--- src/rx_dma_pkg.sv ---
/*
  Constants, carriers and helpers for the receive DMA completion block.
  Assumes a single 20 MHz clock and a 32-bit Avalon-MM register bus.
*/
package rx_dma_pkg;

  // ----------------------------------------------------------------
  // register map (byte addresses)
  // ----------------------------------------------------------------
  localparam int ADDR_W = 5;
  localparam logic [ADDR_W-1:0] OFS_BYTE_COUNTS = 5'h00;
  localparam logic [ADDR_W-1:0] OFS_COMP_PTR = 5'h04;
  localparam logic [ADDR_W-1:0] OFS_FIRST_DESC = 5'h08;
  localparam logic [ADDR_W-1:0] OFS_IRQ_STATUS = 5'h0C;
  localparam logic [ADDR_W-1:0] OFS_IRQ_MASK = 5'h10;

  // ----------------------------------------------------------------
  // field positions and reset values
  // ----------------------------------------------------------------
  localparam int TOTAL_LSB = 16;
  localparam int PTR_LSB = 2;
  localparam int MODE_BIT = 0;
  localparam int IN_PACKET_BIT = 0;
  localparam logic [15:0] COUNT_RESET = 16'h0000;
  localparam logic [29:0] PTR_RESET = 30'h00000000;
  localparam logic [31:0] DESC_WORD3_OFFSET = 32'h0000000C;

  // ----------------------------------------------------------------
  // event bits of the status and mask registers
  // ----------------------------------------------------------------
  localparam int NUM_EVENTS = 3;
  localparam int EV_COMPLETE = 0;
  localparam int EV_BUF_EMPTY = 1;
  localparam int EV_OVERRUN = 2;
  localparam logic [NUM_EVENTS-1:0] MASK_RESET = 3'h0;

  // ----------------------------------------------------------------
  // carriers
  // ----------------------------------------------------------------
  typedef struct packed {
    logic pkt_start;
    logic [29:0] start_ptr;
    logic buf_load;
    logic [15:0] buf_len;
    logic byte_strobe;
    logic pkt_end;
    logic [29:0] end_ptr;
  } rx_stream_s;

  typedef struct packed {
    logic valid;
    logic [31:0] addr;
    logic [15:0] count;
  } desc_write_s;

  function automatic logic [31:0] be_mask(input logic [3:0] be);
    logic [31:0] m;
    m = 32'h00000000;
    for (int i = 0; i < 4; i++) begin
      m[i*8 +: 8] = {8{be[i]}};
    end
    return m;
  endfunction

  function automatic logic [31:0] merge_be(input logic [31:0] old_v,
                                           input logic [31:0] new_v,
                                           input logic [3:0] be);
    return (old_v & ~be_mask(be)) | (new_v & be_mask(be));
  endfunction

endpackage

--- src/bus_handshake.sv ---
/*
  Avalon-MM wait-state generator: one wait cycle per access.
  Assumes the master holds read or write until waitrequest is low.
*/
`timescale 1ns/1ns
module bus_handshake (
  // clock and reset
  input wire logic clk,
  input wire logic rst_n,
  // bus request
  input wire logic read,
  input wire logic write,
  // answer
  output logic waitrequest,
  output logic load,
  output logic take
);

  logic wait_reg;
  wire req = read | write;

  // load: read data is captured; take: the access completes
  assign load = req & wait_reg;
  assign take = req & ~wait_reg;
  assign waitrequest = wait_reg;

  always_ff @(posedge clk or negedge rst_n) begin
    if (!rst_n) begin
      wait_reg <= 1'b1;
    end else begin
      wait_reg <= ~load;
    end
  end

endmodule

--- src/irq_status.sv ---
/*
  Sticky event status with write-one-to-clear, mask and level interrupt.
  Assumes set and clear pulses come from the same clock domain.
*/
`timescale 1ns/1ns
module irq_status #(
  parameter int N = 3
) (
  // clock and reset
  input wire logic clk,
  input wire logic rst_n,
  // events and software access
  input wire logic [N-1:0] set,
  input wire logic [N-1:0] clr,
  input wire logic mask_we,
  input wire logic [N-1:0] mask_in,
  // state
  output logic [N-1:0] status,
  output logic [N-1:0] mask,
  output logic irq
);

  logic [N-1:0] status_next;
  logic [N-1:0] mask_next;

  // an event in the clearing cycle is kept: set wins
  assign status_next = set | (status & ~clr);
  assign mask_next = mask_we ? mask_in : mask;

  always_ff @(posedge clk or negedge rst_n) begin
    if (!rst_n) begin
      status <= '0;
      mask <= '0;
      irq <= 1'b0;
    end else begin
      status <= status_next;
      mask <= mask_next;
      irq <= |(status_next & mask_next);
    end
  end

endmodule

--- src/rx_dma_completion_state.sv ---
/*
  Receive DMA packet/buffer byte counts, first-descriptor state and
  completion pointer with readback/compare acknowledge of the queue
  interrupt, behind an Avalon-MM slave.
  Assumes the packet engine drives rx_stream from the mclk domain and
  accepts a descriptor write-back pulse without back-pressure.
*/
`timescale 1ns/1ns
module rx_dma_completion_state (
  // clock and reset
  input wire logic mclk,
  input wire logic resetn,
  // register bus
  input wire logic [rx_dma_pkg::ADDR_W-1:0] avs_address,
  input wire logic avs_read,
  input wire logic avs_write,
  input wire logic [31:0] avs_writedata,
  input wire logic [3:0] avs_byteenable,
  output logic [31:0] avs_readdata,
  output logic avs_waitrequest,
  // receive stream from the packet engine
  input rx_dma_pkg::rx_stream_s rx_stream,
  // descriptor write-back and interrupt
  output rx_dma_pkg::desc_write_s desc_write,
  output logic irq
);
  import rx_dma_pkg::*;

  // ----------------------------------------------------------------
  // reset release
  // ----------------------------------------------------------------
  logic [1:0] rst_sync_reg;
  logic rst_n;

  always_ff @(posedge mclk or negedge resetn) begin
    if (!resetn) begin
      rst_sync_reg <= 2'b00;
    end else begin
      rst_sync_reg <= {rst_sync_reg[0], 1'b1};
    end
  end

  assign rst_n = rst_sync_reg[1];

  // ----------------------------------------------------------------
  // bus handshake and decode
  // ----------------------------------------------------------------
  logic bus_load;
  logic bus_take;

  bus_handshake u_bus (
    .clk(mclk),
    .rst_n(rst_n),
    .read(avs_read),
    .write(avs_write),
    .waitrequest(avs_waitrequest),
    .load(bus_load),
    .take(bus_take)
  );

  wire [ADDR_W-1:0] word_addr = {avs_address[ADDR_W-1:2], 2'b00};
  wire hit_counts = word_addr == OFS_BYTE_COUNTS;
  wire hit_comp = word_addr == OFS_COMP_PTR;
  wire hit_first = word_addr == OFS_FIRST_DESC;
  wire hit_status = word_addr == OFS_IRQ_STATUS;
  wire hit_mask = word_addr == OFS_IRQ_MASK;
  wire wr_take = bus_take & avs_write;
  wire rd_take = bus_take & avs_read;
  wire wr_counts = wr_take & hit_counts;
  wire wr_comp = wr_take & hit_comp;
  wire wr_first = wr_take & hit_first;
  wire wr_status = wr_take & hit_status;
  wire wr_mask = wr_take & hit_mask;
  wire [29:0] wr_ptr = avs_writedata[31:PTR_LSB];
  wire wr_mode = avs_writedata[MODE_BIT];

  // ----------------------------------------------------------------
  // state registers
  // ----------------------------------------------------------------
  logic [15:0] packet_byte_total_reg;
  logic [15:0] packet_byte_total_next;
  logic [15:0] buffer_space_left_reg;
  logic [15:0] buffer_space_left_next;
  logic [29:0] first_descriptor_pointer_reg;
  logic [29:0] first_descriptor_pointer_next;
  logic in_packet_reg;
  logic in_packet_next;
  logic [29:0] completed_descriptor_pointer_reg;
  logic [29:0] completed_descriptor_pointer_next;
  logic completion_access_select_reg;
  logic completion_access_select_next;
  logic [31:0] readdata_reg;
  logic [31:0] readdata_next;
  logic [NUM_EVENTS-1:0] irq_status_v;
  logic [NUM_EVENTS-1:0] irq_mask_v;

  // ----------------------------------------------------------------
  // packet and buffer byte counting
  // ----------------------------------------------------------------
  wire start_pkt = rx_stream.pkt_start;
  wire end_pkt = rx_stream.pkt_end & in_packet_reg & ~start_pkt;
  // a byte in the start cycle is the first byte of the new packet
  wire byte_in = rx_stream.byte_strobe & (in_packet_reg | start_pkt);
  wire [15:0] total_base = start_pkt ? COUNT_RESET
                                     : packet_byte_total_reg;
  wire [15:0] total_count = total_base + 16'(byte_in);
  wire [15:0] space_base = rx_stream.buf_load ? rx_stream.buf_len
                                              : buffer_space_left_reg;
  wire space_zero = space_base == 16'h0000;
  // an empty buffer stays at zero; the extra byte is flagged as overrun
  wire [15:0] space_count = (byte_in & ~space_zero)
                            ? space_base - 16'h0001 : space_base;
  wire ev_empty = byte_in & (space_base == 16'h0001);
  wire ev_overrun = byte_in & space_zero;
  // the engine wins over a software write in the same cycle
  wire hw_counts = start_pkt | rx_stream.buf_load | byte_in;
  wire [31:0] counts_word = {packet_byte_total_reg, buffer_space_left_reg};
  wire [31:0] counts_merged = merge_be(counts_word, avs_writedata,
                                       avs_byteenable);
  wire sw_counts = wr_counts & ~hw_counts;

  assign packet_byte_total_next = sw_counts
      ? counts_merged[31:TOTAL_LSB] : total_count;
  assign buffer_space_left_next = sw_counts
      ? counts_merged[TOTAL_LSB-1:0] : space_count;

  // ----------------------------------------------------------------
  // first descriptor of the current packet
  // ----------------------------------------------------------------
  wire [31:0] first_word = {first_descriptor_pointer_reg, 1'b0,
                            in_packet_reg};
  wire [31:0] first_merged = merge_be(first_word, avs_writedata,
                                      avs_byteenable);
  wire sw_first = wr_first & ~start_pkt & ~end_pkt;

  assign first_descriptor_pointer_next = start_pkt
      ? rx_stream.start_ptr
      : sw_first ? first_merged[31:PTR_LSB]
      : first_descriptor_pointer_reg;
  assign in_packet_next = start_pkt ? 1'b1
      : end_pkt ? 1'b0
      : sw_first ? first_merged[IN_PACKET_BIT]
      : in_packet_reg;

  // ----------------------------------------------------------------
  // completion pointer and acknowledge
  // ----------------------------------------------------------------
  // software loads the pointer only when it selects readback mode;
  // a compare-mode write never disturbs the stored value
  wire [31:0] comp_merged = merge_be({completed_descriptor_pointer_reg,
                                      2'b00}, avs_writedata,
                                     avs_byteenable);
  wire sw_comp_load = wr_comp & wr_mode & ~end_pkt;
  wire compare_match = wr_comp & ~wr_mode
      & (wr_ptr == completed_descriptor_pointer_reg);
  wire readback_hit = rd_take & hit_comp
      & completion_access_select_reg;

  assign completed_descriptor_pointer_next = end_pkt
      ? rx_stream.end_ptr
      : sw_comp_load ? comp_merged[31:PTR_LSB]
      : completed_descriptor_pointer_reg;
  assign completion_access_select_next = (wr_comp & avs_byteenable[0])
      ? wr_mode : completion_access_select_reg;

  // ----------------------------------------------------------------
  // events and interrupt
  // ----------------------------------------------------------------
  logic [NUM_EVENTS-1:0] ev_set;
  logic [NUM_EVENTS-1:0] ev_clr;
  logic [NUM_EVENTS-1:0] w1c_bits;
  wire [31:0] mask_merged = merge_be(32'(irq_mask_v), avs_writedata,
                                     avs_byteenable);
  wire [31:0] wr_lanes = be_mask(avs_byteenable);

  assign w1c_bits = wr_status
      ? avs_writedata[NUM_EVENTS-1:0] & wr_lanes[NUM_EVENTS-1:0]
      : '0;

  always_comb begin
    ev_set = '0;
    ev_set[EV_COMPLETE] = end_pkt | readback_hit;
    ev_set[EV_BUF_EMPTY] = ev_empty;
    ev_set[EV_OVERRUN] = ev_overrun;
    ev_clr = w1c_bits;
    ev_clr[EV_COMPLETE] = w1c_bits[EV_COMPLETE] | compare_match;
  end

  irq_status #(
    .N(NUM_EVENTS)
  ) u_irq (
    .clk(mclk),
    .rst_n(rst_n),
    .set(ev_set),
    .clr(ev_clr),
    .mask_we(wr_mask),
    .mask_in(mask_merged[NUM_EVENTS-1:0]),
    .status(irq_status_v),
    .mask(irq_mask_v),
    .irq(irq)
  );

  // ----------------------------------------------------------------
  // read data
  // ----------------------------------------------------------------
  // read data is a snapshot taken one cycle before the access ends
  wire [31:0] comp_word = {completed_descriptor_pointer_reg, 2'b00};
  wire [31:0] rd_mux = hit_counts ? counts_word
      : hit_comp ? comp_word
      : hit_first ? first_word
      : hit_status ? 32'(irq_status_v)
      : hit_mask ? 32'(irq_mask_v)
      : 32'h00000000;

  assign readdata_next = bus_load
      ? (avs_read ? rd_mux : 32'h00000000) : readdata_reg;
  assign avs_readdata = readdata_reg;

  // ----------------------------------------------------------------
  // flip-flops
  // ----------------------------------------------------------------
  always_ff @(posedge mclk or negedge rst_n) begin
    if (!rst_n) begin
      packet_byte_total_reg <= COUNT_RESET;
      buffer_space_left_reg <= COUNT_RESET;
      first_descriptor_pointer_reg <= PTR_RESET;
      in_packet_reg <= 1'b0;
      completed_descriptor_pointer_reg <= PTR_RESET;
      completion_access_select_reg <= 1'b0;
      readdata_reg <= 32'h00000000;
    end else begin
      packet_byte_total_reg <= packet_byte_total_next;
      buffer_space_left_reg <= buffer_space_left_next;
      first_descriptor_pointer_reg <= first_descriptor_pointer_next;
      in_packet_reg <= in_packet_next;
      completed_descriptor_pointer_reg <=
          completed_descriptor_pointer_next;
      completion_access_select_reg <= completion_access_select_next;
      readdata_reg <= readdata_next;
    end
  end

  // packet length goes to word 3 of the first descriptor at end
  always_ff @(posedge mclk or negedge rst_n) begin
    if (!rst_n) begin
      desc_write <= '0;
    end else begin
      desc_write.valid <= end_pkt;
      if (end_pkt) begin
        desc_write.addr <= {first_descriptor_pointer_reg, 2'b00}
                           + DESC_WORD3_OFFSET;
        desc_write.count <= total_count;
      end
    end
  end
endmodule

--- config.mk ---
export PLATFORM = sky130hd
export DESIGN_NAME = rx_dma_completion_state
export DESIGN_NICKNAME = d
export VERILOG_FILES = /design/src/rx_dma_pkg.sv /design/src/bus_handshake.sv /design/src/irq_status.sv /design/src/rx_dma_completion_state.sv
export SDC_FILE = /design/constraint.sdc
export NUM_CORES = 1
export LEC_CHECK = 0
export ABC_AREA = 0
export BUFFER_PORTS_ARGS = -buffer_cell sky130_fd_sc_hd__buf_2
export CORE_ASPECT_RATIO = 1.2
export CORE_MARGIN = 2
export CORE_UTILIZATION = 56
export CTS_CLUSTER_SIZE = 10
export DETAILED_ROUTE_END_ITERATION = 16
export PLACE_DENSITY = 0.9
export RECOVER_POWER = 50
export SLEW_MARGIN = 20
export SYNTH_ARGS = -nofsm -noshare
export SYNTH_HDL_FRONTEND = slang
export SYNTH_SLANG_ARGS = --single-unit
--- constraint.sdc ---
create_clock -name mclk -period 6.5 [get_ports mclk]
set_input_delay 1.3 -clock mclk [delete_from_list [all_inputs] [get_ports mclk]]
set_output_delay 1.3 -clock mclk [all_outputs]
set_load 0.01 [all_outputs]
==> results_dict.tcl <==
set metrics [dict create \
    outcome "complete, no violations" \
    synth_warnings 0 \
    post_synth.cell_area_avg_um2 9.56 \
    ff2ff_setup_slack_ns 3.85 \
    multiplexer_share_of_the_synthesized_area_pct 9.89 \
    drt_first_pass_iters 6 \
    initial_utilization_pct 57.2 \
    insertion_delay_ns 0.44 \
    placementRows 54 \
    maxCapViolations 0 \
    arithmetic_cell_share_of_the_synthesized_area_counting_full_adders_half_adders_and_majority_gates_pct 0.719 \
    clk_root_buffer_cell "sky130_fd_sc_hd__clkbuf_16" \
    crit-reg2reg-launch "u_bus.waitrequest$_DFF_PN1_" \
    core_area_mm2 0.0182 \
    finalWirelength_um 31800 \
    worst-path-max-fanout 32 \
    place.gp.congestion 0.930 \
    groute.usage.overall_pct 32.5 \
    gr-total-overflow 0 \
    nets 1384 \
    worst_reg_to_reg_path_cell_count 5 \
    min_from "rst_sync_reg[0]$_DFF_PN0_" \
    final-setup-viol-count 0 \
    clock_skew_ns 0.00891 \
    clock_tree.htree_level_count 4 \
    ctsLongestPathBuffers 2 \
    clk_slew_on_worst_s_h_paths_ns 0.07 \
    design.die.area_mm2 0.0197 \
    drt.antenna.violating_nets 0 \
    area.growth.synth_to_final_pct 16.0 \
    port_buffers 203 \
    postSynth.asyncResetShare_pct 100 \
    drc 0 \
    drt-wirelength-per-cell_um 21.3 \
    synth_compound_gate_area_share_pct 17.2 \
    grt_start_max_net_pins 82 \
    share_of_post_route_cells_with_drive_strength_above_1_pct 20.5 \
    yosysTopAreaCellShare_pct 43.6 \
    post-cts-setup-buffers 0 \
    ir_worst_vdd_mv 0.198 \
    routed_via_density 6.42 \
    yosys-top-cells-area "sky130_fd_sc_hd__dfrtp_1 44%, sky130_fd_sc_hd__mux2i_1 8.0%, sky130_fd_sc_hd__nand2_1 5.4%" \
    synth.ff_latch_count 183 \
    yosys_most_used_dff "sky130_fd_sc_hd__dfrtp_1" \
    chipHeight_um 154 \
    crit_path_time_final_ns 3.93 \
    synth_top_family_by_area "simple AND/OR/NAND/NOR gates" \
    synth.most_common_cell "sky130_fd_sc_hd__dfrtp_1" \
    hold_class "reg2reg" \
    number_of_antenna_violations_at_the_first_check_in_global_routing 5 \
    post_synth_num_cell_types 76 \
    worst-setup-path-type "in2reg" \
    hold-worst-slack_ns 0.357 \
    max_freq_mhz 255 \
    postLayoutCoreUtil_pct 66.4 \
    finalHoldViolations 0 \
    detailedRoute.firstIterationViolations 1184 \
    worst_tran_pin_value_ns 1.41 \
    grt_pass1_wl_um 49900 \
    die_x_extent_um 129 \
    cp-start-kind "input port" \
    timing.setup.tns_ns 0 \
    numClockSinks 183 \
    cts_made_buffers 17 \
    post_cts.resized_instances 0 \
    hold_buffers 0 \
    synth-seq-area-share_pct 43.9 \
    max_slew_margin_pct 6.21 \
    synth_top_area_cell "sky130_fd_sc_hd__dfrtp_1" \
    synthesis.area_mm2 0.0104 \
    worst_hold_path.num_cells 0 \
    ios 208 \
    cellLeakagePower_nw 5.56 \
    basic_gate_share_of_the_synthesized_area_counting_and_or_nand_and_nor_cells_pct 17.7 \
    critical_path.endpoint_type "flip-flop" \
    grt_pass1_vias 9332 \
    netlist_instances 1092 \
    design_area_mm2 0.0121 \
    tcrit_tclk_final_pct 60.4 \
    vias 9605 \
    grt_setup_unrepaired "false" \
    worstPathRequired_ns 6.79 \
    placed_cell_area_mm2 0.0115 \
    worst_ep_arrival_time_ns 4.21 \
    synth_xor_xnor_area_share_pct 6.63 \
    power_density_mw_per_mm2 256 \
    dp_hpwl_um 22700 \
    synth_enable_flop_cells 0 \
    tritoncts "yes" \
    timing.final.max_slew_violations 0 \
    hold-path-endpoint "rst_sync_reg[1]$_DFF_PN0_" \
    yosys-top-cells-count "182 x sky130_fd_sc_hd__dfrtp_1, 149 x sky130_fd_sc_hd__nand2_1, 104 x sky130_fd_sc_hd__o21ai_0" \
]
## layout by cell type (no fill, tap or decap), types with 9 or more instances in the layout
cell / n
sky130_fd_sc_hd__dfrtp_1: 182
sky130_fd_sc_hd__buf_2: 164
sky130_fd_sc_hd__nand2_1: 148
sky130_fd_sc_hd__o21ai_0: 104
sky130_fd_sc_hd__mux2i_1: 83
sky130_fd_sc_hd__nor2_1: 55
sky130_fd_sc_hd__xor2_1: 42
sky130_fd_sc_hd__clkbuf_1: 41
sky130_fd_sc_hd__xnor2_1: 37
sky130_fd_sc_hd__o22ai_1: 33
sky130_fd_sc_hd__nand2b_1: 32
sky130_fd_sc_hd__inv_1: 31
sky130_fd_sc_hd__nand3_1: 29
sky130_fd_sc_hd__a32o_1: 29
sky130_fd_sc_hd__clkbuf_16: 17
sky130_fd_sc_hd__nor4_1: 16
sky130_fd_sc_hd__nand4_1: 15
sky130_fd_sc_hd__nor3_1: 13
sky130_fd_sc_hd__mux2_2: 12
sky130_fd_sc_hd__o21ai_1: 11
sky130_fd_sc_hd__o31ai_1: 11
sky130_fd_sc_hd__a31oi_1: 11
sky130_fd_sc_hd__a211oi_1: 9
## cell type report
type	count	area, um^2
Fill cell	1453	6140
Tap cell	224	280
Timing Repair Buffer	211	1030
Multi-Input combinational cell	808	5470
Antenna cell	5	12.5
Clock inverter	11	146
Inverter	32	120
Clock buffer	21	460
Sequential cell	183	4580
## logic make-up (layout without fill, tap and decap cells)
logic type / after synthesis / count (layout)
AND/OR/NAND/NOR: 361 / 361
AO/OA/AOI/OAI: 259 / 259
flip-flops: 183 / 183
buffers and inverters: 102 / 275
multiplexers: 100 / 100
XOR/XNOR: 79 / 79
adder cells (fa/ha/maj): 6 / 6
other: 2 / 8
## critical path, stage by stage
cell and delay (ns):
sky130_fd_sc_hd__buf_2 0.57, sky130_fd_sc_hd__inv_1 0.54, sky130_fd_sc_hd__buf_4 0.38, sky130_fd_sc_hd__nor3_2 0.58, sky130_fd_sc_hd__nand3_2 0.39, sky130_fd_sc_hd__mux2i_1 0.30
sky130_fd_sc_hd__o21ai_0 0.11
## how the worst max path moves through the flow
stage                                    from                    endpoint  cells after the start
global route                   avs_address[2]         u_irq.irq$_DFF_PN0_                      7
detailed placement              rx_stream[79]                   flip-flop                      7
CTS                             rx_stream[79]                   flip-flop                      7
global placement                rx_stream[79]                   flip-flop                      7
finish                         avs_address[2]                   flip-flop                      7
floorplan           rst_sync_reg[1]$_DFF_PN0_  asynchronous set/reset pin                      0
## per-stage QoR
| step | total power [mW] | setup WS (ns) | std cells |
|---|---|---|---|
| floorplan | 1.77 | 1.02 | 1093 |
| global route | 3.22 | 2.47 | 1494 |
| finish | 3.10 | 2.57 | 1495 |
| detailed placement | 2.02 | 2.04 | 1458 |
| CTS | 3.09 | 2.45 | 1490 |
| global placement | 2.00 | 2.14 | 1458 |
## report_power, final
| group | total, mW | switching [mW] | internal, mW |
|---|---|---|---|
| clock | 1.08 | 0.450 | 0.627 |
| sequential | 1.42 | 0.140 | 1.28 |
| combinational | 0.601 | 0.361 | 0.240 |
## layer usage
layer	GRT usage, %	vias up	wire, um
met5	0	-	0
met4	15.7	0	1500
met3	7.03	109	3240
met2	51.7	624	15100
met1	42.4	4608	12000
li1	-	4264	-
No activity file was read; power rests on OpenSTA's default activity.
